$ cat src/pss_pkg.sv
// constants, state encoding and timing figures for the power state sequencer
// assumes a 10 MHz system clock and a 32.768 kHz crystal sampled on that clock
package pss_pkg;
  localparam int MCLK_HZ = 10_000_000;
  localparam int XTAL_HZ = 32768;
  localparam int OSC_TOL_PCT = 10;
  localparam int OSC_NOM_CYC = MCLK_HZ / XTAL_HZ;
  localparam int OSC_MIN_CYC = OSC_NOM_CYC * (100 - OSC_TOL_PCT) / 100;
  localparam int OSC_MAX_CYC = OSC_NOM_CYC * (100 + OSC_TOL_PCT) / 100;
  localparam int OSC_CNT_W = 10;
  localparam int READY_TIME_MS = 15;
  localparam int READY_CYC = READY_TIME_MS * (MCLK_HZ / 1000);
  localparam int CLK_START_MS = 50;
  localparam int CLK_START_CYC = CLK_START_MS * (MCLK_HZ / 1000);
  localparam int SLOT_TIME_US = 100;
  localparam int SLOT_CYC = SLOT_TIME_US * (MCLK_HZ / 1_000_000);
  localparam int RST_UNIT_US = 1000;
  localparam int RST_UNIT_CYC = RST_UNIT_US * (MCLK_HZ / 1_000_000);
  localparam int CFG_W = 8;
  localparam int CODE_W = 13;
  localparam int SYN_W = 4;
  localparam int FIELD_W = 2;
  localparam logic [FIELD_W-1:0] FIELD_NONE = 2'h0;
  localparam int FLT_W = 3;
  localparam int FLT_SELFTEST = 0;
  localparam int FLT_DED = 1;
  localparam int FLT_OSC = 2;
  typedef enum logic [3:0] {
    ST_OFF, ST_SELFTEST, ST_LOAD, ST_SHUTDOWN_STATE_ONE, ST_SHUTDOWN_STATE_TWO, ST_PWRUP, ST_RSTDLY,
    ST_ACTIVE, ST_SLEEP, ST_PWRDN, ST_BACKUP, ST_FAILSAFE
  } pss_state_e;
endpackage

$ cat src/pss_top.sv
// power state sequencer: power states, slot sequencing, config load, clock monitor
// assumes all inputs synchronous to mclk_i; resetn_i is the power-on reset
`timescale 1ns/1ps
module pss_top #(
  parameter int N_RAILS = 12,
  parameter int SLOT_W = 4,
  parameter int TMR_W = 24,
  parameter int READY_CYC = pss_pkg::READY_CYC,
  parameter int CLK_START_CYC = pss_pkg::CLK_START_CYC,
  parameter int SLOT_CYC = pss_pkg::SLOT_CYC,
  parameter int RST_UNIT_CYC = pss_pkg::RST_UNIT_CYC
) (
  input wire logic mclk_i,
  input wire logic resetn_i,
  input wire logic supply_valid_i,
  input wire logic battery_supply_ok_i,
  input wire logic selftest_done_i,
  input wire logic selftest_fail_i,
  input wire logic selftest_on_poweron_i,
  input wire logic selftest_on_shutdown_exit_i,
  input wire logic [pss_pkg::CODE_W-1:0] otp_word_i,
  input wire logic active_request_in_i,
  input wire logic sleep_request_n_i,
  input wire logic power_button_in_n_i,
  input wire logic button_enable_i,
  input wire logic [pss_pkg::FIELD_W-1:0] soft_shutdown_field_i,
  input wire logic [3:0] reset_release_delay_i,
  input wire logic [N_RAILS*SLOT_W-1:0] powerup_slot_select_i,
  input wire logic [N_RAILS-1:0] sleep_assign_i,
  input wire logic xtal_i,
  input wire logic [pss_pkg::FLT_W-1:0] fault_clear_i,
  input wire logic write_guard_one_set_i,
  input wire logic write_guard_two_set_i,
  output logic [N_RAILS-1:0] rail_enable_out_o,
  output logic system_reset_out_n_o,
  output logic interrupt_out_n_o,
  output logic rtc_clock_out_o,
  output logic i2c_active_o,
  output logic [pss_pkg::CFG_W-1:0] config_data_o,
  output logic ecc_corrected_o,
  output logic [pss_pkg::FLT_W-1:0] fault_status_o,
  output logic [31:0] rtc_time_o,
  output logic write_guard_one_o,
  output logic write_guard_two_o,
  output logic [3:0] power_state_o
);
  localparam logic [TMR_W-1:0] READY_T = TMR_W'(READY_CYC);
  localparam logic [TMR_W-1:0] SLOT_T = TMR_W'(SLOT_CYC);
  localparam logic [SLOT_W-1:0] FIRST_SLOT = SLOT_W'(1);
  localparam logic [SLOT_W-1:0] LAST_SLOT = '1;
  localparam logic [pss_pkg::OSC_CNT_W-1:0] OSC_MIN = pss_pkg::OSC_CNT_W'(pss_pkg::OSC_MIN_CYC);
  localparam logic [pss_pkg::OSC_CNT_W-1:0] OSC_MAX = pss_pkg::OSC_CNT_W'(pss_pkg::OSC_MAX_CYC);
  localparam logic [14:0] PRESCALE_TOP = 15'(pss_pkg::XTAL_HZ - 1);

  // ************************************************************
  // helper functions
  // ************************************************************
  // hamming code with overall parity in bit 0: {double error, single error, data}
  function automatic logic [pss_pkg::CFG_W+1:0] ecc_fix(input logic [pss_pkg::CODE_W-1:0] cw);
    logic [pss_pkg::SYN_W-1:0] syn;
    logic par;
    logic [pss_pkg::CODE_W-1:0] c;
    logic [pss_pkg::CFG_W-1:0] d;
    int k;
    syn = '0;
    par = ^cw;
    c = cw;
    d = '0;
    k = 0;
    for (int i = 1; i < pss_pkg::CODE_W; i++) begin
      if (cw[i]) syn = syn ^ pss_pkg::SYN_W'(i);
    end
    if (par && syn != '0 && int'(syn) < pss_pkg::CODE_W) c[syn] = ~c[syn];
    for (int i = 1; i < pss_pkg::CODE_W; i++) begin
      if ((i & (i - 1)) != 0) begin
        d[k] = c[i];
        k++;
      end
    end
    return {~par && syn != '0, par, d};
  endfunction

  // rails whose slot is assigned and not later than the limit
  function automatic logic [N_RAILS-1:0] rails_upto(input logic [N_RAILS*SLOT_W-1:0] sel,
                                                    input logic [SLOT_W-1:0] lim);
    logic [N_RAILS-1:0] m;
    m = '0;
    for (int r = 0; r < N_RAILS; r++) begin
      m[r] = sel[r*SLOT_W +: SLOT_W] != '0 && sel[r*SLOT_W +: SLOT_W] <= lim;
    end
    return m;
  endfunction

  // ************************************************************
  // state machine
  // ************************************************************
  pss_pkg::pss_state_e state_reg, state_next;
  logic [SLOT_W-1:0] slot_reg, slot_next;
  logic [TMR_W-1:0] tmr_reg, tmr_next;
  logic [pss_pkg::FIELD_W-1:0] field_reg, field_next;
  logic cfg_loaded_reg;
  logic strap_reg;
  logic [pss_pkg::CFG_W+1:0] ecc_res;
  logic supplied, supply_lost, start_one, start_two, stop_req, slot_done, clk_run;
  logic [TMR_W-1:0] rst_target;

  assign ecc_res = ecc_fix(otp_word_i);
  assign supplied = state_reg != pss_pkg::ST_OFF && state_reg != pss_pkg::ST_BACKUP;
  assign supply_lost = supplied && !supply_valid_i;
  assign slot_done = tmr_reg == SLOT_T - TMR_W'(1);
  assign rst_target = TMR_W'(32'(reset_release_delay_i) * 32'(RST_UNIT_CYC));
  assign start_one = button_enable_i ? (!strap_reg || !power_button_in_n_i)
                                     : active_request_in_i;
  assign start_two = button_enable_i ? !power_button_in_n_i : active_request_in_i;
  assign stop_req = soft_shutdown_field_i != pss_pkg::FIELD_NONE
                    || (!button_enable_i && !active_request_in_i);

  always_comb begin
    state_next = state_reg;
    slot_next = slot_reg;
    field_next = field_reg;
    tmr_next = tmr_reg + TMR_W'(1);
    unique case (state_reg)
      pss_pkg::ST_OFF: begin
        if (supply_valid_i) begin
          state_next = selftest_on_poweron_i ? pss_pkg::ST_SELFTEST : pss_pkg::ST_LOAD;
        end
      end
      pss_pkg::ST_SELFTEST: begin
        if (selftest_fail_i || tmr_reg == READY_T - TMR_W'(1)) begin
          state_next = pss_pkg::ST_FAILSAFE;
        end else if (selftest_done_i) begin
          state_next = pss_pkg::ST_LOAD;
        end
      end
      pss_pkg::ST_LOAD: begin
        state_next = ecc_res[pss_pkg::CFG_W+1] ? pss_pkg::ST_FAILSAFE : pss_pkg::ST_SHUTDOWN_STATE_ONE;
      end
      pss_pkg::ST_SHUTDOWN_STATE_ONE, pss_pkg::ST_SHUTDOWN_STATE_TWO: begin
        if (state_reg == pss_pkg::ST_SHUTDOWN_STATE_ONE ? start_one : start_two) begin
          state_next = pss_pkg::ST_PWRUP;
          slot_next = FIRST_SLOT;
        end
      end
      pss_pkg::ST_PWRUP: begin
        if (slot_done) begin
          tmr_next = '0;
          if (slot_reg == LAST_SLOT) state_next = pss_pkg::ST_RSTDLY;
          else slot_next = slot_reg + FIRST_SLOT;
        end
      end
      pss_pkg::ST_RSTDLY: begin
        if (tmr_reg >= rst_target) state_next = pss_pkg::ST_ACTIVE;
      end
      pss_pkg::ST_ACTIVE, pss_pkg::ST_SLEEP: begin
        if (stop_req) begin
          state_next = pss_pkg::ST_PWRDN;
          slot_next = LAST_SLOT;
          field_next = soft_shutdown_field_i;
        end else if (!sleep_request_n_i) begin
          state_next = pss_pkg::ST_SLEEP;
        end else begin
          state_next = pss_pkg::ST_ACTIVE;
        end
      end
      pss_pkg::ST_PWRDN: begin
        if (slot_done) begin
          tmr_next = '0;
          if (slot_reg != FIRST_SLOT) slot_next = slot_reg - FIRST_SLOT;
          else if (field_reg != pss_pkg::FIELD_NONE) state_next = pss_pkg::ST_SHUTDOWN_STATE_TWO;
          else if (selftest_on_shutdown_exit_i) state_next = pss_pkg::ST_SELFTEST;
          else state_next = pss_pkg::ST_SHUTDOWN_STATE_ONE;
        end
      end
      pss_pkg::ST_BACKUP: begin
        if (supply_valid_i) state_next = pss_pkg::ST_SHUTDOWN_STATE_ONE;
      end
      pss_pkg::ST_FAILSAFE: state_next = pss_pkg::ST_FAILSAFE;
    endcase
    if (supply_lost) begin
      // emergency power-down wins over every other transition
      state_next = (battery_supply_ok_i && cfg_loaded_reg) ? pss_pkg::ST_BACKUP
                                                           : pss_pkg::ST_OFF;
    end
    if (state_next != state_reg) tmr_next = '0;
  end

  always_ff @(posedge mclk_i) begin
    if (!resetn_i) begin
      state_reg <= pss_pkg::ST_OFF;
      slot_reg <= '0;
      tmr_reg <= '0;
      field_reg <= pss_pkg::FIELD_NONE;
    end else begin
      state_reg <= state_next;
      slot_reg <= slot_next;
      tmr_reg <= tmr_next;
      field_reg <= field_next;
    end
  end

  // ************************************************************
  // configuration load and strap
  // ************************************************************
  always_ff @(posedge mclk_i) begin
    if (!resetn_i) begin
      cfg_loaded_reg <= 1'b0;
      config_data_o <= '0;
      ecc_corrected_o <= 1'b0;
      strap_reg <= 1'b0;
    end else if (state_reg == pss_pkg::ST_LOAD && !ecc_res[pss_pkg::CFG_W+1]) begin
      cfg_loaded_reg <= 1'b1;
      config_data_o <= ecc_res[pss_pkg::CFG_W-1:0];
      ecc_corrected_o <= ecc_res[pss_pkg::CFG_W];
      strap_reg <= active_request_in_i;
    end
  end

  // ************************************************************
  // pin outputs
  // ************************************************************
  assign clk_run = supplied && state_reg != pss_pkg::ST_SELFTEST
                   && state_reg != pss_pkg::ST_FAILSAFE;

  always_ff @(posedge mclk_i) begin
    if (!resetn_i) begin
      rail_enable_out_o <= '0;
      system_reset_out_n_o <= 1'b0;
      interrupt_out_n_o <= 1'b1;
      rtc_clock_out_o <= 1'b0;
      i2c_active_o <= 1'b0;
    end else begin
      unique case (state_reg)
        pss_pkg::ST_PWRUP: rail_enable_out_o <= rails_upto(powerup_slot_select_i, slot_reg);
        pss_pkg::ST_RSTDLY, pss_pkg::ST_ACTIVE:
          rail_enable_out_o <= rails_upto(powerup_slot_select_i, LAST_SLOT);
        pss_pkg::ST_SLEEP: rail_enable_out_o <= rail_enable_out_o & ~sleep_assign_i;
        pss_pkg::ST_PWRDN: rail_enable_out_o <= rail_enable_out_o
            & rails_upto(powerup_slot_select_i, slot_reg - FIRST_SLOT);
        default: rail_enable_out_o <= '0;
      endcase
      system_reset_out_n_o <= state_reg == pss_pkg::ST_ACTIVE || state_reg == pss_pkg::ST_SLEEP;
      if (state_reg == pss_pkg::ST_FAILSAFE) interrupt_out_n_o <= 1'b0;
      else if (!supplied || state_reg == pss_pkg::ST_SELFTEST) interrupt_out_n_o <= 1'b1;
      else interrupt_out_n_o <= ~|fault_status_o;
      rtc_clock_out_o <= clk_run && xtal_i;
      i2c_active_o <= supplied && state_reg != pss_pkg::ST_SELFTEST;
    end
  end

  // ************************************************************
  // crystal monitor, rtc counter, fault status
  // ************************************************************
  logic xtal_q_reg, seen_reg, xtal_rise, osc_bad;
  logic [pss_pkg::OSC_CNT_W-1:0] per_reg;
  logic [14:0] prescale_reg;
  logic [pss_pkg::FLT_W-1:0] flt_set;

  assign xtal_rise = xtal_i && !xtal_q_reg;
  assign osc_bad = clk_run && ((xtal_rise && seen_reg
                   && per_reg < OSC_MIN - pss_pkg::OSC_CNT_W'(1))
                   || per_reg == OSC_MAX);

  always_ff @(posedge mclk_i) begin
    if (!resetn_i) begin
      xtal_q_reg <= 1'b0;
      seen_reg <= 1'b0;
      per_reg <= '0;
    end else begin
      xtal_q_reg <= xtal_i;
      if (!clk_run) begin
        seen_reg <= 1'b0;
        per_reg <= '0;
      end else if (xtal_rise) begin
        seen_reg <= 1'b1;
        per_reg <= '0;
      end else if (per_reg != OSC_MAX) begin
        per_reg <= per_reg + pss_pkg::OSC_CNT_W'(1);
      end
    end
  end

  always_ff @(posedge mclk_i) begin
    if (!resetn_i) begin
      prescale_reg <= '0;
      rtc_time_o <= '0;
    end else if (state_reg != pss_pkg::ST_OFF && xtal_rise) begin
      prescale_reg <= (prescale_reg == PRESCALE_TOP) ? '0 : prescale_reg + 15'h1;
      if (prescale_reg == PRESCALE_TOP) rtc_time_o <= rtc_time_o + 32'h1;
    end
  end

  always_comb begin
    flt_set = '0;
    flt_set[pss_pkg::FLT_SELFTEST] = state_reg == pss_pkg::ST_SELFTEST
        && state_next == pss_pkg::ST_FAILSAFE;
    flt_set[pss_pkg::FLT_DED] = state_reg == pss_pkg::ST_LOAD && ecc_res[pss_pkg::CFG_W+1];
    flt_set[pss_pkg::FLT_OSC] = osc_bad;
  end

  always_ff @(posedge mclk_i) begin
    if (!resetn_i) begin
      fault_status_o <= '0;
      write_guard_one_o <= 1'b0;
      write_guard_two_o <= 1'b0;
      power_state_o <= '0;
    end else begin
      fault_status_o <= (fault_status_o & ~fault_clear_i) | flt_set;
      if (state_next == pss_pkg::ST_BACKUP && state_reg != pss_pkg::ST_BACKUP) begin
        write_guard_one_o <= 1'b0;
        write_guard_two_o <= 1'b0;
      end else begin
        write_guard_one_o <= write_guard_one_o | write_guard_one_set_i;
        write_guard_two_o <= write_guard_two_o | write_guard_two_set_i;
      end
      power_state_o <= state_next;
    end
  end

  // ************************************************************
  // assertions
  // ************************************************************
  logic [TMR_W-1:0] up_reg;
  always_ff @(posedge mclk_i) begin
    if (!resetn_i || !supplied) up_reg <= '0;
    // counts only cycles without the clock: holds while the clock runs, resumes counting in a later shutdown self-test
    else if (up_reg != TMR_W'(CLK_START_CYC) && !clk_run) up_reg <= up_reg + TMR_W'(1);
  end
endmodule

$ cat config.mk
export PLATFORM = sky130hd
export DESIGN_NAME = pss_top
export DESIGN_NICKNAME = d
export VERILOG_FILES = /design/src/pss_pkg.sv /design/src/pss_top.sv
export SDC_FILE = /design/constraint.sdc
export NUM_CORES = 1
export LEC_CHECK = 0
export CORE_AREA = 2 2 119 236
export DETAILED_ROUTE_END_ITERATION = 10
export DIE_AREA = 0 0 121 238
export DONT_BUFFER_PORTS = 1
export GPL_TIMING_DRIVEN = 0
export HOLD_SLACK_MARGIN = 0.02
export PLACE_DENSITY = 0.63
export SETUP_SLACK_MARGIN = 0.15
export SLEW_MARGIN = 20
export SYNTH_ARGS = -nofsm -noshare
export SYNTH_HDL_FRONTEND = slang
export SYNTH_SLANG_ARGS = --single-unit
export TNS_END_PERCENT = 20
$ cat constraint.sdc
create_clock -name mclk_i -period 5.3 [get_ports mclk_i]
set_input_delay 1.06 -clock mclk_i [delete_from_list [all_inputs] [get_ports mclk_i]]
set_output_delay 1.06 -clock mclk_i [all_outputs]
set_load 0.005 [all_outputs]
Yosys cells after proc, flatten, opt, wreduce, memory -nomap -nowiden
Index checks and enable logic that the tools add are counted.
{"block": "word_totals", "ff_bits": 125, "inputBits": 97, "out_inout_bits": 66, "word_cells": 277}
{"block": "classes", "add_sub_neg": 6, "mul": 1, "magnitude_cmp": 41, "n_eq_ne": 30, "muxes": 53, "n_bitwise": 23, "reduce_logical": 102}
{"op": "$mux W4", "n": 26}
{"op": "$le A4 B4 Y1", "n": 24}
{"op": "$reduce_bool A4 Y1", "n": 15}
{"op": "$logic_and A1 B1 Y1", "n": 56}
{"op": "$le A4 B4 Y1 const B", "n": 12}
{"op": "$mux W24", "n": 2}
{"op": "$pmux W12 S4", "n": 1}
{"op": "$pmux W4 S10", "n": 1}
{"op": "$add A32 B1 Y32 const B", "n": 1}
{"op": "$eq A4 B4 Y1 const B", "n": 7}
{"op": "$add A24 B1 Y24 const B", "n": 1}
{"op": "$and A12 B12 Y12", "n": 2}
{"op": "$eq A24 B10 Y1 const B", "n": 1}
{"op": "$eq A24 B18 Y1 const B", "n": 1}
{"op": "$ge A24 B18 Y1", "n": 1}
{"op": "$eq A4 B3 Y1 const B", "n": 4}
{"op": "$pmux W4 S4", "n": 1}
{"op": "$add A15 B1 Y15 const B", "n": 1}
{"op": "$eq A15 B15 Y1 const B", "n": 1}
{"op": "$mux W15", "n": 1}
{"op": "$mux W3", "n": 5}
{"op": "$mul A4 B10 Y14 const B", "n": 1}
{"op": "$bwmux W13", "n": 1}
{"op": "$mux W13", "n": 1}
{"op": "36 further kinds", "n": 89}

Logic depth before layout (Yosys ltp)
Gate-level depths: netlist (run 1).
{"block": "depth", "depth_word": 28, "ltp_mapped": 20, "ltp_nobuf": 19}

Worst setup path before layout (run 1)
No wires, ideal clock.
{"block": "synth_path", "path_type": "input-to-reg", "start": "input reset_release_delay_i[1]", "end": "register tmr_reg[0]", "setup_time_ns": 0.127, "arrival_ns": 4.800, "required_ns": 5.173, "slack_ns": 0.373, "stages": 18, "path_buffers": 1, "path_cell_list": "inv_1 fa_1 inv_1 ha_1 ha_1 a21o_1 a21oi_1 nor2b_1 o21ai_0 nand2b_1 xnor2_1 ha_1 a221oi_1 nand4_1 a211oi_1 mux2i_1 buf_2 nor4_2"}
{"block": "synth_between", "elab_chain_cells": 7}
{"item": "from (decl)", "line_no": "pss_top.sv:27", "source": "input wire logic [3:0] reset_release_delay_i,"}
{"item": "$mul A4 B10 Y14", "line_no": "pss_top.sv:111", "source": "assign rst_target = TMR_W'(32'(reset_release_delay_i) * 32'(RST_UNIT_CYC));"}
{"item": "$ge A24 B18 Y1", "line_no": "pss_top.sv:153", "source": "if (tmr_reg >= rst_target) state_next = pss_pkg::ST_ACTIVE;"}
{"item": "$mux W4", "line_no": "pss_top.sv:153"}
{"item": "$pmux W4 S10", "line_no": "pss_top.sv:123", "source": "unique case (state_reg)"}
{"item": "$mux W4", "line_no": "pss_top.sv:180", "source": "if (supply_lost) begin"}
{"item": "$ne A4 B4 Y1", "line_no": "pss_top.sv:185", "source": "if (state_next != state_reg) tmr_next = '0;"}
{"item": "$reduce_or A2 Y1 (no line)"}
{"item": "to (signal assigned)", "line_no": "pss_top.sv:197", "source": "tmr_reg <= tmr_next;"}
{"item": "to (decl)", "line_no": "pss_top.sv:99", "source": "logic [TMR_W-1:0] tmr_reg, tmr_next;"}
No other way between the ends.
A chain may end at the register's enable or synchronous reset.

Worst setup path after layout (run 1)
{"block": "layout_path", "start": "input reset_release_delay_i[1]", "end": "register tmr_reg[21]"}
Same word-level chain as after synthesis.

==> results of run 1 <==
## synth_stat cells (10+ instances only)
library cell	n
ha_1	132
dfxtp_1	125
nor2_1	117
nand2_1	64
nand3_1	62
inv_1	57
o21ai_0	57
a21oi_1	53
xnor2_1	51
o21a_1	41
xor2_1	38
nand4_1	33
nor2b_1	31
nor3_1	25
clkbuf_1	24
nor4_1	22
nand2b_1	21
nor4_2	21
and3_1	15
or3_1	13
a211oi_1	11
and2_1	11
o31ai_1	10
or2_2	10
## layout make-up
cell class	count	share of cell area (%)
buffer	44	2.17
antenna	1	0.0224
inverter	59	1.98
clock buffer	17	3.81
timing repair buffer	4	0.370
multi-input combinational	967	64.0
clock inverter	15	1.31
sequential	125	22.4
tap	348	3.90
## logic make-up after synthesis
family	synth area share, %
flops	24.8
mux	0.733
fa+ha+maj	17.0
simple gates	26.4
compound gates	16.7
xor+xnor	9.74
buf+inv	4.56
## power groups by stage
stage | clock (uW) | combinational, uW | sequential (uW)
after global placement | 0 | 788 | 1020
final | 1160 | 839 | 996
after detailed placement | 0 | 831 | 1020
after CTS | 1190 | 837 | 997
after global routing | 1230 | 944 | 999
after floorplan | 0 | 622 | 1000
## layer usage
metal  vias up  GRT usage, %  share of wire [%]
li1       4422             -                  -
met1      4270          19.6                 33
met2       282          40.4                 54
met3       104          5.98                6.2
met4         4          13.4                6.2
met5         -             0              0.089
## timing repair
action / in CTS / in global routing
setup buffers: 0 / 2
gates resized for setup: 2 / 6
setup endpoints to repair: 20 / 20
pin swaps: 0 / 1
## worst max-delay path, stage by stage
cell	delay, ns
inv_1	0.07
fa_1	0.56
inv_1	0.05
ha_1	0.31
ha_1	0.30
a21o_1	0.18
a21oi_1	0.23
nor2b_1	0.07
o21ai_0	0.15
nand2b_1	0.11
xnor2_1	0.14
ha_1	0.31
a221oi_1	0.27
nand4_1	0.24
a211oi_4	0.38
mux2i_4	0.36
buf_4	0.26
nor4_2	0.07
## through the flow
stage / power, uW / setup TNS, ns / hold WS (ns) / util, % / worst slack [ns]
after floorplan: 1630 / 0 / 0.440 / - / 0.373
after global placement: 1810 / -8.91 / 0.464 / 39.0 / -0.437
after detailed placement: 1850 / -10.14 / 0.471 / 39.2 / -0.501
after CTS: 3020 / 0 / 0.485 / 41.4 / 0.221
after global routing: 3170 / 0 / 0.507 / 41.5 / 0.146
final: 2990 / 0 / 0.476 / 41.5 / 0.468
## worst min path at each step
stage,endpoint,slack (ns),cells after the start
floorplan,seen_reg$_SDFFE_PN0P_,0.44,2
global placement,seen_reg$_SDFFE_PN0P_,0.46,2
detailed placement,seen_reg$_SDFFE_PN0P_,0.47,2
CTS,seen_reg$_SDFFE_PN0P_,0.49,2
global route,write_guard_two_o$_SDFF_PP0_,0.51,2
finish,seen_reg$_SDFFE_PN0P_,0.48,2
==> metrics.cfg, run 1 <==
[status]
outcome = finished clean

[grt]
grt_pass1_vias = 9329
grt_pass1_wl_um = 47700
grt_usage_pct = 21.4
grt-ovfl-total = 0
antenna_found_initial = 3
grt_max_degree = 20

[yosys]
yosys.area.top_type_share_pct = 24.8
syn-num-nets = 1427
ys.flop_type = dfxtp_1
ys_seq_area_share_pct = 24.8
ys_warn_count = 0
netlist_top_cells_area = dfxtp_1, ha_1, xnor2_1
synth_top_area_cell = dfxtp_1
synth_edf_count = 0
ys_types = 80
syn-cell-area_um2 = 10100
avgSynthCellArea_um2 = 8.43
postSynthCellCount = 1195
synth_seq_cells = 125
async_flop_share_pct = 0

[die]
io_pins = 163
die-height_um = 238
start_util_pct = 37.4
coreArea_um2 = 26900
rows = 85
die_x_um = 121
die_area_um2 = 28800

[hold_path]
min_from = seen_reg$_SDFFE_PN0P_
hold_class = register to register

[clocking]
htree_levels = 4
clk_latency_ns = 0.44
cts.clk_slew.worst_paths_ns = 0.06
cts_tree = done
root_buffer = clkbuf_16
cts_hold_buf = 0
cts_buffer_depth = 2
numCtsBuffers = 17
clock-sinks = 125

[placement]
placed_cells = 1545
numPortBuffers = 0
dp_hpwl_um = 24200
gp_congestion = 0.935
postPlaceCellArea_um2 = 10500

[setup_path]
cp-startpoint = reset_release_delay_i[1]
reg2reg_to = rail_enable_out_o[5]$_SDFF_PN0_
ff2ff_path_depth = 10
end_kind = register
regToRegSetupSlack_ns = 1.21
r2r_start = slot_reg[0]$_SDFFE_PN0P_
critPathKind = input port to register
cp_max_fo = 10
critPathRequiredTime_ns = 5.62
worst_setup_path_start_kind = input port
endpoint = tmr_reg[21]$_SDFF_PP0_
cp.arrival_ns = 5.15

[cells_and_area]
final_layout_size_suffix_gt1_share_pct = 8.69
final_cell_mix = ha_1, dfxtp_1, nor2_1
area_growth_pct = 10.9
nets = 1450
largest_reg_flops = 32
multiInputGateArea_um2 = 7150
fin_cells = 1580
fillCellCount = 2694
stdcell_area_um2 = 11200
seq_area_um2 = 2500
final_common_cell = ha_1

[power]
p_leak_uw = 0.00433
switching_power_uw = 1050
p_clk_share_pct = 38.7
sw_frac_of_total_pct = 35.2
power_frac_comb_pct = 28.0
irDropWorstVdd_mv = 0.253
p_int_uw = 1940
pwr-share-seq_pct = 33.3
p_per_area_nw_per_um2 = 268

[route]
drc = 0
detail-route-antenna-nets = 0
wl_um = 30500
dr_total_vias = 9082
wl_per_cell_um = 19.3
vias_per_cell = 5.75
drtIter0Drc = 439
dr.pass1.iters = 6

[timing]
setup_viol = 0
worstMarginPinSlew_ns = 1.17
relSlewSlack_pct = 21.2
finalHoldViolCount = 0
finalClockSkew_ns = 0.0108
fmax_ghz = 0.207
finalCritPeriodShare_pct = 91.2
rsz0062_at_grt = no
slew_viol_final = 0
fin_crit_ns = 4.83

[job]
maxCapViolations = 0

Note: power is estimated with default switching activity, not from simulation.
==> run 2, diff against run 1 <==
Settings changed: ABC_AREA from default to 1, CORE_AREA 2 2 119 236 to 2 2 120 239, CTS_BUF_LIST from default to sky130_fd_sc_hd__clkbuf_16, DIE_AREA 0 0 121 238 to 0 0 122 241, PLACE_DENSITY 0.63 to 0.64.
==> run 2 against run 1 <==
Effect of this change: die area up 2.1%; fmax up 2.9%; sequential share of layout area down 0.53 points; via count up 14%; routed wire length up 3.2%; final area up 2.4%; non-clock buffer count down 25; critical path type unchanged.
==> metrics.cfg, run 2 <==
[status]
outcome = finished clean

[power]
p_leak_uw = 0.00491
irDropWorstVdd_mv = 0.322
sw_frac_of_total_pct = 45.4
p_per_area_nw_per_um2 = 410
p_int_uw = 2560
pwr-share-seq_pct = 24.0
p_clk_share_pct = 26.4
power_frac_comb_pct = 49.6
switching_power_uw = 2130
p_total_uw = 4690

[die]
start_util_pct = 37.7
rows = 86
io_pins = 163
die_x_um = 122
coreArea_um2 = 27400
die_area_um2 = 29400
die-height_um = 241

[yosys]
synth_commonest_cells = nand2_1, inv_1, nor2_1, ha_1, dfxtp_1
netlist_top_cells_area = dfxtp_1, ha_1, nand2_1
synth_edf_count = 0
synth_most_common_cell = nand2_1
ys_seq_area_share_pct = 24.2
postSynthCellCount = 1555
ys.flop_type = dfxtp_1
synth_seq_cells = 125
ys_types = 45
syn-num-nets = 1787
avgSynthCellArea_um2 = 6.66
async_flop_share_pct = 0
syn-cell-area_um2 = 10400
yosys.area.top_type_share_pct = 24.2
synth_top_area_cell = dfxtp_1
ys_warn_count = 0

[grt]
antenna_found_initial = 1
grt_pass1_vias = 10400
grt_usage_pct = 21.7
grt-ovfl-total = 0
grt_max_degree = 19
grt_pass1_wl_um = 50000

[setup_path]
critPathRequiredTime_ns = 5.62
cp_max_fo = 4
critPathMaxStageDelay_ns = 0.54
cp.arrival_ns = 5.01
worst-path-buf-inv = 3
crit_top_cell = nand2_1
crit_slowest_cell = fa_1
critPathKind = input port to register
cp_cell_sequence = inv_1 > fa_1 > inv_1 > ha_1 > inv_1 > fa_1 > o21ai_0 > nand2_1 > a21oi_1 > xor2_1 > ha_1 > a2111oi_0 > nand4_1 > nand2_1 > nand2_1 > nand2_1 > nand2_1 > o21ai_0 > nor2_1
end_kind = register
worst_setup_path_start_kind = input port
cp_top_family = adder cells

[clocking]
post-cts-setup-buffer-count = 0
cts.clk_slew.worst_paths_ns = 0.06
clk_latency_ns = 0.45
cts_tree = done
htree_levels = 4
cts_resized = 0
cts_buffer_depth = 2
cts_hold_buf = 0
numCtsBuffers = 17
clock-sinks = 125
root_buffer = clkbuf_16

[timing]
slew_viol_final = 0
rsz0062_at_grt = no
finalClockSkew_ns = 0.0102
setup_viol = 0
tns_ns = 0
finalCritPeriodShare_pct = 88.6
fmax_ghz = 0.213
relSlewSlack_pct = 46.2
finalHoldViolCount = 0
hold_ws_ns = 0.472
worstMarginPinSlew_ns = 0.806
fin_crit_ns = 4.70

[cells_and_area]
fin_cells = 1942
area_growth_pct = 10.5
stdcell_area_um2 = 11400
final_common_cell = nand2_1
nets = 1808
final_layout_size_suffix_gt1_share_pct = 5.41
largest_reg_flops = 32
final_cell_mix = nand2_1, inv_1, nor2_1

[route]
drtIter0Drc = 503
wl_per_cell_um = 16.2
wl_um = 31500
dr.pass1.iters = 5
dr_total_vias = 10400
drc = 0
vias_per_cell = 5.35
detail-route-antenna-nets = 0

[hold_path]
hold_class = register to register

[placement]
postPlaceCellArea_um2 = 10800
gp_congestion = 0.954
placed_cells = 1909
dp_hpwl_um = 25400
numPortBuffers = 0

[job]
maxCapViolations = 0

==> run 2: cell types whose count changed after synthesis, moves of 14 or more <==
cell,before,now
xnor2_1,51,17
nor4_2,21,0
nand2_1,64,307
nor3_1,25,61
nor2b_1,31,0
o21ai_0,57,79
nor2_1,117,203
nand2b_1,21,0
a21oi_1,53,118
and3_1,15,1
inv_1,57,213
o21a_1,41,4
nand3_1,62,86
==> run 2: final timing paths <==
check                                                    from                         endpoint  slack [ns]  depth (start not counted)
worst max register to register       slot_reg[0]$_SDFFE_PN0P_  rail_enable_out_o[7]$_SDFF_PN0_        1.79                         10
worst min-delay path            prescale_reg[13]$_SDFFE_PN0P_    prescale_reg[13]$_SDFFE_PN0P_        0.47                          2
worst min register to register  prescale_reg[13]$_SDFFE_PN0P_    prescale_reg[13]$_SDFFE_PN0P_        0.47                          2
worst max-delay path                 reset_release_delay_i[1]     write_guard_one_o$_SDFF_PP0_        0.60                         19
==> run 2: logic make-up (layout without fill, tap and decap cells) <==
logic type | Yosys count | count (layout) | synth area share [%]
other | 0 | 1 | 0
xor gates and xnor gates | 48 | 48 | 4.06
adders and majority gates | 135 | 135 | 16.5
buffers and inverters | 237 | 271 | 8.73
and+or+nand+nor | 767 | 767 | 33.5
DFF | 125 | 125 | 24.2
AOI/OAI and AO/OA | 243 | 243 | 13.1
==> run 2: cell type report <==
type / instances / area [um2]
fill: 2880 / 16000
multi-input combinational: 1193 / 6960
timing repair buffer: 2 / 22.5
clock inverter: 15 / 185
sequential: 125 / 2500
buffer: 21 / 92.6
antenna: 1 / 2.50
clock buffer: 17 / 425
tap: 352 / 440
inverter: 216 / 811
==> run 2: worst register-to-register path, delay by kind of cell, from the launching register on <==
family / cells / cell delay [ns]
simple gates: 2 / 0.10
flops: 1 / 0.84
compound gates: 4 / 0.54
buf+inv: 2 / 0.64
fa+ha+maj: 2 / 1.31
==> run 2: layer usage <==
metal	vias up	wire, um	track usage (%)
li1	5228	-	-
met4	0	1680	12.7
met3	105	1930	5.62
met1	4766	10900	19.6
met2	284	17000	42.2
met5	-	0	0
==> run 2: power groups by stage <==
stage	clock network [uW]	registers (uW)	logic, uW
after floorplan	0	1100	1700
after global placement	0	1140	2180
after detailed placement	0	1150	2330
after CTS	1260	1130	2340
after global routing	1300	1140	2690
final	1240	1120	2330
==> run 2: per-stage QoR <==
step	util (%)	setup WS [ns]
2_1_floorplan	-	0.852
3_3_place_gp	39.3	0.205
3_5_place_dp	39.5	0.0907
4_1_cts	41.7	0.541
5_1_grt	41.7	0.185
6_report	41.7	0.603
